[config.mk]
export PLATFORM = sky130hd
export DESIGN_NAME = apcg_top
export DESIGN_NICKNAME = d
export VERILOG_FILES = /design/src/logic/apcg_pkg.sv /design/src/logic/apcg_top.sv /design/src/logic/apcg_sync.sv
export SDC_FILE = /design/constraint.sdc
export NUM_CORES = 1
export LEC_CHECK = 0
export BUFFER_PORTS_ARGS = -buffer_cell sky130_fd_sc_hd__buf_2
export CAP_MARGIN = 20
export CORE_UTILIZATION = 55
export CTS_BUF_LIST = sky130_fd_sc_hd__clkbuf_8
export DETAILED_ROUTE_END_ITERATION = 10
export PLACE_DENSITY = 0.77
export SKIP_CTS_REPAIR_TIMING = 1
export SYNTH_ARGS = -nofsm -noshare
export SYNTH_HDL_FRONTEND = slang
export SYNTH_SLANG_ARGS = --single-unit
[constraint.sdc]
create_clock -name clock -period 5.7 [get_ports clock]
set_clock_uncertainty 0.05 [all_clocks]
set_input_delay 0.285 -clock clock [delete_from_list [all_inputs] [get_ports clock]]
set_output_delay 0.285 -clock clock [all_outputs]
set_load 0.02 [all_outputs]
[src/logic/apcg_pkg.sv]
package apcg_pkg;

    // ==========================================================
    // Register offsets (page 0)
    localparam logic [6:0] APCG_OFS_ROOT_SEL   = 7'h04;
    localparam logic [6:0] APCG_OFS_PLL_CTRL   = 7'h05;
    localparam logic [6:0] APCG_OFS_PLL_WHOLE  = 7'h06;
    localparam logic [6:0] APCG_OFS_FRAC_UPPER = 7'h07;
    localparam logic [6:0] APCG_OFS_FRAC_LOWER = 7'h08;
    localparam logic [7:0] APCG_PAGE_ZERO      = 8'h00;

    // ==========================================================
    // Field positions
    localparam int APCG_ROOT_SEL_LSB   = 0;
    localparam int APCG_ROOT_SEL_MSB   = 1;
    localparam int APCG_RANGE_BIT      = 6;
    localparam int APCG_PLL_EN_BIT     = 7;
    localparam int APCG_REF_SCALE_LSB  = 4;
    localparam int APCG_REF_SCALE_MSB  = 6;
    localparam int APCG_MULT_SCALE_LSB = 0;
    localparam int APCG_MULT_SCALE_MSB = 3;
    localparam int APCG_WHOLE_LSB      = 0;
    localparam int APCG_WHOLE_MSB      = 5;
    localparam int APCG_FRAC_UP_MSB    = 5;

    // ==========================================================
    // Reset values
    localparam logic [7:0] APCG_RST_ROOT_SEL   = 8'h00;
    localparam logic [7:0] APCG_RST_PLL_CTRL   = 8'h11;
    localparam logic [7:0] APCG_RST_PLL_WHOLE  = 8'h04;
    localparam logic [7:0] APCG_RST_FRAC_UPPER = 8'h00;
    localparam logic [7:0] APCG_RST_FRAC_LOWER = 8'h00;

    // ==========================================================
    // Root clock source select codes
    localparam logic [1:0] APCG_SEL_MCLK = 2'h0;
    localparam logic [1:0] APCG_SEL_BCLK = 2'h1;
    localparam logic [1:0] APCG_SEL_GPIO = 2'h2;
    localparam logic [1:0] APCG_SEL_PLL  = 2'h3;

    // Source index into the synchronised clock vector
    typedef enum logic [1:0]
    {
        APCG_SRC_MCLK = 2'b00,
        APCG_SRC_BCLK = 2'b01,
        APCG_SRC_GPIO = 2'b10,
        APCG_SRC_PLL  = 2'b11
    } apcg_src_type;

    // ==========================================================
    // Timing
    localparam int APCG_CLK_KHZ      = 250000;
    localparam int APCG_SETTLE_MS    = 10;
    localparam int APCG_SETTLE_CYCLES = APCG_SETTLE_MS * APCG_CLK_KHZ;
    localparam int APCG_SETTLE_W     = 22;

endpackage

[src/logic/apcg_top.sv]
// How it works
// Reference clock stays within 512kHz to 20MHz
// Register 5 bit 7 powers PLL
// Output is ref times mult times whole.frac over ref_scale
// Software keeps all PLL fields in range
// ref_scale from register 5 bits 6:4, reset one
// mult_scale from register 5 bits 3:0, reset one
// whole_mult from register 6 bits 5:0, reset four
// frac_part from registers 7 and 8, reset zero
// New frac_part applied only on lower write
// Integer mode: ref over ref_scale 512kHz-20MHz
// Fractional mode: ref over ref_scale 10-20MHz
// Software keeps PLL output in range window
// PLL output usable about 10ms after power-up
// PLL runs alone, routable to GPIO output
// Register 4 bits 1:0 pick root clock
// PLL up first, down last when root
// Parent dividers powered down after children
// PLL path gated until settle counter expires
// Source select encoding is parameterised lookup
`timescale 1ns/100ps

module apcg_top
    import apcg_pkg::*;
#(
    parameter int         SETTLE_CYCLES = APCG_SETTLE_CYCLES,
    parameter logic [1:0] CODE_MCLK     = APCG_SEL_MCLK,
    parameter logic [1:0] CODE_BCLK     = APCG_SEL_BCLK,
    parameter logic [1:0] CODE_GPIO     = APCG_SEL_GPIO,
    parameter logic [1:0] CODE_PLL      = APCG_SEL_PLL
)
(
    input  wire logic        clock,
    input  wire logic        resetn,
    input  wire logic        ce,
    input  wire logic [7:0]  reg_page,
    input  wire logic [6:0]  reg_addr,
    input  wire logic [7:0]  reg_wdata,
    input  wire logic        reg_wr,
    input  wire logic        reg_rd,
    output logic      [7:0]  reg_rdata_r,
    input  wire logic        mclk_pin,
    input  wire logic        bclk_pin,
    input  wire logic        gpio_pin,
    input  wire logic        pll_clock_in,
    input  wire logic        pll_gpio_route,
    output logic             pll_enable_r,
    output logic             pll_range_mode_r,
    output logic      [2:0]  pll_ref_scale_r,
    output logic      [3:0]  pll_mult_scale_r,
    output logic      [5:0]  pll_whole_mult_r,
    output logic      [13:0] pll_frac_part_r,
    output logic      [1:0]  root_src_sel_r,
    output logic             pll_usable_r,
    output logic             codec_root_clock_r,
    output logic             gpio_clock_out_r
);

    import apcg_pkg::*;

    // ==========================================================
    // Declarations
    logic [7:0]               root_reg_r;
    logic [7:0]               ctrl_reg_r;
    logic [7:0]               whole_reg_r;
    logic [7:0]               frac_up_reg_r;
    logic [7:0]               frac_lo_reg_r;
    logic [APCG_SETTLE_W-1:0] settle_cnt_r;
    logic                     pll_en_d_r;
    logic [3:0]               src_sync;
    logic [3:0]               src_gated;
    logic                     page_hit;
    logic                     wr_hit;
    apcg_src_type             src_idx;

    // Decode a select code into a source index through the lookup
    function automatic apcg_src_type code_to_src(input logic [1:0] code);
        apcg_src_type s;
        s = APCG_SRC_MCLK;
        if (code == CODE_BCLK)
            s = APCG_SRC_BCLK;
        else if (code == CODE_GPIO)
            s = APCG_SRC_GPIO;
        else if (code == CODE_PLL)
            s = APCG_SRC_PLL;
        return s;
    endfunction

    // Register match helper, used for each write and read decode
    function automatic logic addr_is(input logic [6:0] a,
                                     input logic [6:0] ofs);
        return a == ofs;
    endfunction

    assign page_hit = (reg_page == APCG_PAGE_ZERO);
    assign wr_hit   = reg_wr && page_hit;

    // ==========================================================
    // Register file writes
    always_ff @(posedge clock or negedge resetn)
    begin
        if (!resetn)
        begin
            root_reg_r    <= APCG_RST_ROOT_SEL;
            ctrl_reg_r    <= APCG_RST_PLL_CTRL;
            whole_reg_r   <= APCG_RST_PLL_WHOLE;
            frac_up_reg_r <= APCG_RST_FRAC_UPPER;
            frac_lo_reg_r <= APCG_RST_FRAC_LOWER;
        end
        else if (ce && wr_hit)
        begin
            if (addr_is(reg_addr, APCG_OFS_ROOT_SEL))
                root_reg_r <= reg_wdata;
            if (addr_is(reg_addr, APCG_OFS_PLL_CTRL))
                ctrl_reg_r <= reg_wdata;
            if (addr_is(reg_addr, APCG_OFS_PLL_WHOLE))
                whole_reg_r <= reg_wdata;
            if (addr_is(reg_addr, APCG_OFS_FRAC_UPPER))
                frac_up_reg_r <= reg_wdata;
            if (addr_is(reg_addr, APCG_OFS_FRAC_LOWER))
                frac_lo_reg_r <= reg_wdata;
        end
    end

    // ==========================================================
    // Register reads, unmapped addresses and other pages read zero
    always_ff @(posedge clock or negedge resetn)
    begin
        if (!resetn)
            reg_rdata_r <= 8'h00;
        else if (ce && reg_rd)
        begin
            if (!page_hit)
                reg_rdata_r <= 8'h00;
            else if (addr_is(reg_addr, APCG_OFS_ROOT_SEL))
                reg_rdata_r <= root_reg_r;
            else if (addr_is(reg_addr, APCG_OFS_PLL_CTRL))
                reg_rdata_r <= ctrl_reg_r;
            else if (addr_is(reg_addr, APCG_OFS_PLL_WHOLE))
                reg_rdata_r <= whole_reg_r;
            else if (addr_is(reg_addr, APCG_OFS_FRAC_UPPER))
                reg_rdata_r <= frac_up_reg_r;
            else if (addr_is(reg_addr, APCG_OFS_FRAC_LOWER))
                reg_rdata_r <= frac_lo_reg_r;
            else
                reg_rdata_r <= 8'h00;
        end
    end

    // ==========================================================
    // PLL settings toward the analog core
    always_ff @(posedge clock or negedge resetn)
    begin
        if (!resetn)
        begin
            pll_enable_r     <= 1'b0;
            pll_range_mode_r <= 1'b0;
            pll_ref_scale_r  <= APCG_RST_PLL_CTRL[6:4];
            pll_mult_scale_r <= APCG_RST_PLL_CTRL[3:0];
            pll_whole_mult_r <= APCG_RST_PLL_WHOLE[5:0];
            root_src_sel_r   <= APCG_RST_ROOT_SEL[1:0];
        end
        else if (ce)
        begin
            pll_enable_r     <= ctrl_reg_r[APCG_PLL_EN_BIT];
            pll_range_mode_r <= root_reg_r[APCG_RANGE_BIT];
            pll_ref_scale_r  <=
                ctrl_reg_r[APCG_REF_SCALE_MSB:APCG_REF_SCALE_LSB];
            pll_mult_scale_r <=
                ctrl_reg_r[APCG_MULT_SCALE_MSB:APCG_MULT_SCALE_LSB];
            pll_whole_mult_r <=
                whole_reg_r[APCG_WHOLE_MSB:APCG_WHOLE_LSB];
            root_src_sel_r   <=
                root_reg_r[APCG_ROOT_SEL_MSB:APCG_ROOT_SEL_LSB];
        end
    end

    // ==========================================================
    // Fraction applied only when the lower byte is written
    always_ff @(posedge clock or negedge resetn)
    begin
        if (!resetn)
            pll_frac_part_r <= 14'h0000;
        else if (ce && wr_hit && addr_is(reg_addr, APCG_OFS_FRAC_LOWER))
            pll_frac_part_r <= {frac_up_reg_r[APCG_FRAC_UP_MSB:0],
                                reg_wdata};
    end

    // ==========================================================
    // Settle counter, restarted on each PLL power-up
    always_ff @(posedge clock or negedge resetn)
    begin
        if (!resetn)
        begin
            pll_en_d_r   <= 1'b0;
            settle_cnt_r <= '0;
            pll_usable_r <= 1'b0;
        end
        else if (ce)
        begin
            pll_en_d_r <= pll_enable_r;
            if (!pll_enable_r)
            begin
                settle_cnt_r <= '0;
                pll_usable_r <= 1'b0;
            end
            else if (!pll_en_d_r)
            begin
                settle_cnt_r <= APCG_SETTLE_W'(SETTLE_CYCLES);
                pll_usable_r <= 1'b0;
            end
            else if (settle_cnt_r != '0)
                settle_cnt_r <= settle_cnt_r - 1'b1;
            else
                pll_usable_r <= 1'b1;
        end
    end

    // ==========================================================
    // Pin and PLL clocks brought into the clock domain
    apcg_sync #(.WIDTH(4)) u_sync
    (
        .clock    (clock),
        .resetn   (resetn),
        .ce       (ce),
        .async_in ({pll_clock_in, gpio_pin, bclk_pin, mclk_pin}),
        .sync_out (src_sync)
    );

    // PLL path held low until settled
    assign src_gated = {src_sync[3] & pll_usable_r, src_sync[2:0]};
    assign src_idx   = code_to_src(root_src_sel_r);

    // ==========================================================
    // Root clock mux and general purpose PLL output
    always_ff @(posedge clock or negedge resetn)
    begin
        if (!resetn)
        begin
            codec_root_clock_r <= 1'b0;
            gpio_clock_out_r   <= 1'b0;
        end
        else if (ce)
        begin
            unique case (src_idx)
                APCG_SRC_MCLK: codec_root_clock_r <= src_gated[0];
                APCG_SRC_BCLK: codec_root_clock_r <= src_gated[1];
                APCG_SRC_GPIO: codec_root_clock_r <= src_gated[2];
                APCG_SRC_PLL:  codec_root_clock_r <= src_gated[3];
            endcase
            gpio_clock_out_r <= pll_gpio_route & src_gated[3];
        end
    end

endmodule

[src/logic/apcg_sync.sv]
`timescale 1ns/100ps

// Two flip-flop synchroniser for a group of independent levels
module apcg_sync
#(
    parameter int WIDTH = 4
)
(
    input  wire logic             clock,
    input  wire logic             resetn,
    input  wire logic             ce,
    input  wire logic [WIDTH-1:0] async_in,
    output logic      [WIDTH-1:0] sync_out
);

    logic [WIDTH-1:0] meta_r;

    // ==========================================================
    // Synchroniser stages, one per bit
    genvar i;
    generate
        for (i = 0; i < WIDTH; i++)
        begin : g_bit
            always_ff @(posedge clock or negedge resetn)
            begin
                if (!resetn)
                begin
                    meta_r[i]   <= 1'b0;
                    sync_out[i] <= 1'b0;
                end
                else if (ce)
                begin
                    meta_r[i]   <= async_in[i];
                    sync_out[i] <= meta_r[i];
                end
            end
        end
    endgenerate

endmodule

=== Word-level counts from Yosys, hierarchy flattened ===
Index checks and enable logic that the tools add are counted.

* $add $sub $neg: 1
* $mul: 0
* Divide/modulo/power cells: 0
* Magnitude comparators: 0
* Equality and inequality tests: 13
* Shifts and indexed selects: 0
* Muxes and demuxes: 16
* Bitwise gates (word level): 2
* Reduce and logical (&&, ||, !) cells: 14

{| class="wikitable"
|+ Operators by type and width
! kind !! count
|-
| $mux 22 || 3
|-
| $mux 8 || 6
|-
| $eq 7x3->1 const B || 4
|-
| $reduce_bool 22->1 || 1
|-
| $sub 22x1->22 const B || 1
|-
| $reduce_and 2->1 || 7
|-
| $eq 2x2->1 const B || 4
|-
| $logic_not 8->1 || 1
|-
| $eq 7x4->1 const B || 1
|-
| $mux 2 || 3
|-
| $eq 2x1->1 const B || 2
|-
| $logic_and 1x1->1 || 4
|-
| $pmux 1 s4 || 1
|-
| $mux 1 || 3
|-
| $ne 3x2->1 const B || 1
|-
| $ne 3x3->1 const B || 1
|-
| $and 1x1->1 || 2
|-
| $logic_not 2->1 || 1
|}

* Flip-flop bits (word level): 113
* Bits in latches: 0
* RAM bits: 0
* ROM bits: 0
* Input bits: 33
* Output and inout bits: 42
* Logic and storage cells: 72
* Memories: 0

=== Depth between registers and ports, before layout ===
* Depth after elaboration: 7
* Mapped depth: 8

=== Modules after synthesis ===
A second synthesis with hierarchy kept.

* Cells, all modules: 420
* Area, all modules: 5101.1 µm²

{| class="wikitable"
|+ By module, submodules not included
! module !! times used !! cells each !! area an instance (µm²) !! seq. area each (µm²)
|-
| apcg_top || 1 || 403 || 4769.6 || 2434.8
|-
| apcg_sync || 1 || 17 || 331.6 || 200.2
|}

=== Worst setup path after synthesis ===
No wires, ideal clock.

* Kind: reg2reg
* Start: reg settle_cnt_r[0]
* End: reg settle_cnt_r[14]
* Library setup time: 0.122 ns
* Arrival time: 2.176 ns
* Data required time: 5.528 ns
* Setup slack: 3.352 ns
* Cell stages (with the launch flop): 8
* Buffers on the path: 0
* Cells stage by stage: dfrtp_1 -> inv_1 -> ha_1 -> or4b_2 -> or4_1 -> o21ai_0 -> nand2_1 -> a32o_1

* Word-level cells in the longest chain between the ends: 4
* Elaborated cells on any way between the ends: 7

{| class="wikitable"
|+ Ends and longest elaborated chain
! item !! line !! source
|-
| from (decl) || apcg_top.sv:68 || <nowiki>logic [APCG_SETTLE_W-1:0] settle_cnt_r;</nowiki>
|-
| from (signal assigned) || apcg_top.sv:209 || <nowiki>settle_cnt_r <= APCG_SETTLE_W'(SETTLE_CYCLES);</nowiki>
|-
| from (signal assigned) || apcg_top.sv:213 || <nowiki>settle_cnt_r <= settle_cnt_r - 1'b1;</nowiki>
|-
| $sub 22x1->22 || apcg_top.sv:213 ||
|-
| $mux 22 || apcg_top.sv:212 || <nowiki>else if (settle_cnt_r != '0)</nowiki>
|-
| $mux 22 || apcg_top.sv:207 || <nowiki>else if (!pll_en_d_r)</nowiki>
|-
| $mux 22 || apcg_top.sv:202 || <nowiki>if (!pll_enable_r)</nowiki>
|}

Several ways; a longest one is shown, not always the timed one. The select of a mux whose other input is x is not followed.
A chain may end at the register's enable or synchronous reset.

=== Worst setup path after layout ===
* Start: reg settle_cnt_r[0]
* End: reg settle_cnt_r[18]

The elaborated chain is that of the path after synthesis.

==> results.cfg <==
[sta]
hold_viol_final = 0
worst_slew_margin_rel = 0.398
setup_violations = 0
post-route-min-period_ns = 2.58
finalWorstSetupSlack_ns = 3.12
tightestPinTransition_ns = 0.898
final-max-slew-violation-count = 0
grt_setup_unrepaired = false
clock.fmax_mhz = 388
finalSetupTns_ns = 0
layout_worst_path_cycle_share = 0.452

[worst_setup_path]
r2r-end = settle_cnt_r[18]
worstSetupEndpoint = settle_cnt_r[18]
crit_required_ns = 5.88
critical_path.cell_chain = inv_1, ha_1, or4b_2, or4_1, nor2_1, mux2i_1, a211oi_1
critical_path.slowest_cell = or4b_2
critical_path.max_fanout = 4
worstReg2RegStart = settle_cnt_r[0]
cpLargestDelayFamily = simple AND/OR/NAND/NOR gates
timing.setup.critical_path_class = register to register
crit_path_max_incr_delay_ns = 0.65
worst_setup_path_end_kind = register
cp-start-kind = register
r2r.worst_path.cells = 7
r2r_setup_slack_ns = 3.12
cp_num_cells = 7
worst_setup_path_startpoint = settle_cnt_r[0]
worstPathArrival_ns = 2.76
worstPathBufferInverterCount = 1

[yosys]
postSynthAreaPerCell_um2 = 11.3
synth_warnings = 0
largest_family_of_logic_cells_by_synthesized_area = multiplexers
synth.area.mux_share = 0.181
yosys.cell_types.count = 50
top_post_synthesis_cells_by_area = dfrtp_1 50%, mux2_2 16%, dfstp_2 3.2%
ys_seq_area_frac = 0.533
synth_fa_ha_area_frac = 0.00253
postSynthNetCount = 473
yosys.area_share.simple = 0.151
synth_area_leader_cell = dfrtp_1
synth-xor-area-share = 0
synth_flop_cell = dfrtp_1
asyncSetResetFlopFracSynth = 1.00
postSynthRegisterBits = 105
synth_commonest_cells = 99 x dfrtp_1, 72 x mux2_2, 42 x nand2_1, 30 x nor2_1, 26 x o21ai_0
syn-cell-area_um2 = 4950
area_share_of_the_largest_cell_type_after_synthesis = 0.501
synth-compound-area-share = 0.112
synth-edff-count = 0
post-synth-top-count-cell = dfrtp_1
syn_inst = 439

[detailed_routing]
routedLengthMet1_um = 5190
route.vias.total = 3779
ant_nets = 0
average_wire_per_cell_in_the_routed_design_um = 17.9
met2RoutedLength_um = 5090
drt_iter0_markers = 252
post_drt_via_cell_ratio = 6.11
drc = 0
routed_wl_um = 11100
detailedRoute.firstPassIterationCount = 4
maxUsedRoutingLayer = met4
routed-wl-met3_um = 602

[place]
hpwlAfterDp_um = 7710
final_weighted_congestion_of_routability_driven_global_placement = 0.939
preCtsSetupSlack_ns = 2.99
io_buffers = 74

[power]
totalPowerFinal_w = 0.00137
share_comb_of_total_power = 0.084
cellPowerDensity_nw_per_um2 = 243
power.share.switching = 0.259
ir_drop_v = 0.000120
power.static_leakage_nw = 2.78
internal_power_of_the_cells_w = 0.00101
clock_power_share = 0.354
power_frac_seq = 0.562
p_sw_w = 0.000354

[cts]
bufs_on_longest_clock_path = 2
clock-sinks = 105
ctsRootBufferMaster = clkbuf_8
numCtsBuffers = 9
cts.reportedPaths.clkPinSlew_ns = 0.11
clk-insertion-delay-late_ns = 0.37
ctsHtreeMaxLevel = 3
tritoncts = built

[die]
die_x_um = 96.8
core_region_area_um2 = 8720
io_pins = 75
fp-row-count = 34
floorplan.initialDensity = 0.567
die_height_um = 96.8
floorplan.die_area_um2 = 9380

[worst_hold_path]
worst_hold_path_type = input pin to register

[run_status]
run_status = completed

[global_route]
antenna_found_initial = 0
grt_usage = 0.248
grt_first_pass_wirelength_um = 18900
grt_max_degree = 67
overflow = 0
first_global_vias = 3737

[final_layout]
num_antenna_cells = 0
finalNetCount = 540
final.fill_count = 689
post-route-util = 0.644
synthToLayoutAreaGrowth_pct = 13.6
drive_gt1_frac = 0.356

[run]
cap_viol_max_count = 0
-- routing by layer --
layer  vias to the layer above  GRT usage
met3                        16     0.0361
met1                      1868      0.371
met4                         0     0.0884
met2                       154      0.370
met5                         -          0
li1                       1741          -
-- state kept, by name (all words and copies together), names as in the netlist, 2 cells and up --
register and count:
settle_cnt_r 22, ctrl_reg_r 8, frac_up_reg_r 8, reg_rdata_r 8
root_reg_r 8, whole_reg_r 8, frac_lo_reg_r 7, pll_frac_part_r 7
pll_whole_mult_r 6, pll_mult_scale_r 4, u_sync.meta_r 4, u_sync.sync_out 4
pll_ref_scale_r 3, root_src_sel_r 2
-- worst min path at each step --
| stage | startpoint | end | slack (ns) | cells past startpoint |
|---|---|---|---|---|
| floorplan | resetn | codec_root_clock_r | -0.06 | 0 |
| global placement | resetn | pll_frac_part_r[7] | 0.24 | 1 |
| detailed placement | resetn | reg_rdata_r[7] | 0.24 | 1 |
| CTS | resetn | reg_rdata_r[7] | -0.17 | 1 |
| global route | pll_clock_in | u_sync.meta_r[3] | 0.08 | 2 |
| finish | gpio_pin | u_sync.meta_r[2] | 0.09 | 2 |
-- layout make-up --
cell class                      instances  area (um^2)  share of cell area
Clock buffer                            9          124              0.0221
Clock inverter                          7         82.6              0.0147
Inverter                                4         15.0             0.00267
Multi-Input combinational cell        306         2200               0.393
Sequential cell                       105         2640               0.469
Tap cell                              108          135              0.0241
Timing Repair Buffer                   80          420              0.0748
-- worst register-to-register path, stage by stage, from the launching register on --
cell and delay (ns):
dfrtp_1 0.43, inv_1 0.07, ha_1 0.20, or4b_2 0.65, or4_1 0.58, nor2_1 0.15, mux2i_1 0.21, a211oi_1 0.09
-- power by group through the flow --
stage               registers, W  clock network, W  logic (W)
detailed placement      0.000782                 0   0.000115
global route            0.000770          0.000525   0.000129
global placement        0.000782                 0   0.000112
CTS                     0.000768          0.000492   0.000115
finish                  0.000768          0.000484   0.000115
floorplan               0.000781                 0  0.0000669
-- cell usage in the layout (no fill, tap or decap), drive strengths merged, types with 2 or more instances in the layout --
cell type,Yosys,final
o31ai,11,11
a22oi,8,8
dfrtp,99,99
nand2b,11,11
nand2,42,42
nor3b,3,3
o311ai,2,2
clkinv,1,2
buf,2,79
a32oi,2,2
clkbuf,22,9
mux2,73,73
nor4b,3,3
nand3,15,15
a211oi,6,6
o211ai,3,3
dfstp,6,6
o21a,9,9
nor2,30,30
and2,3,3
o21ai,26,26
inv,3,7
mux2i,5,5
nor3,6,6
a21oi,9,9
and3,2,2
or3,7,7
nor4,11,11
or4,2,2
nor2b,3,3
-- metrics by stage --
stage	hold WS, ns	area (um^2)	cells
detailed placement	0.243	5400	602
finish	0.0890	5620	619
global placement	0.237	5400	602
global route	0.0846	5620	619
floorplan	-0.0606	4950	439
CTS	-0.165	5610	618
-- kinds of logic (layout without fill, tap and decap cells) --
kind of cell | after synthesis | in the layout
flip-flops | 105 | 105
AND/OR/NAND/NOR | 143 | 143
buffers and inverters | 28 | 100
adder cells (fa/ha/maj) | 1 | 1
AO/OA/AOI/OAI | 83 | 83
multiplexers | 79 | 79
No activity file was read; power rests on OpenSTA's default activity.
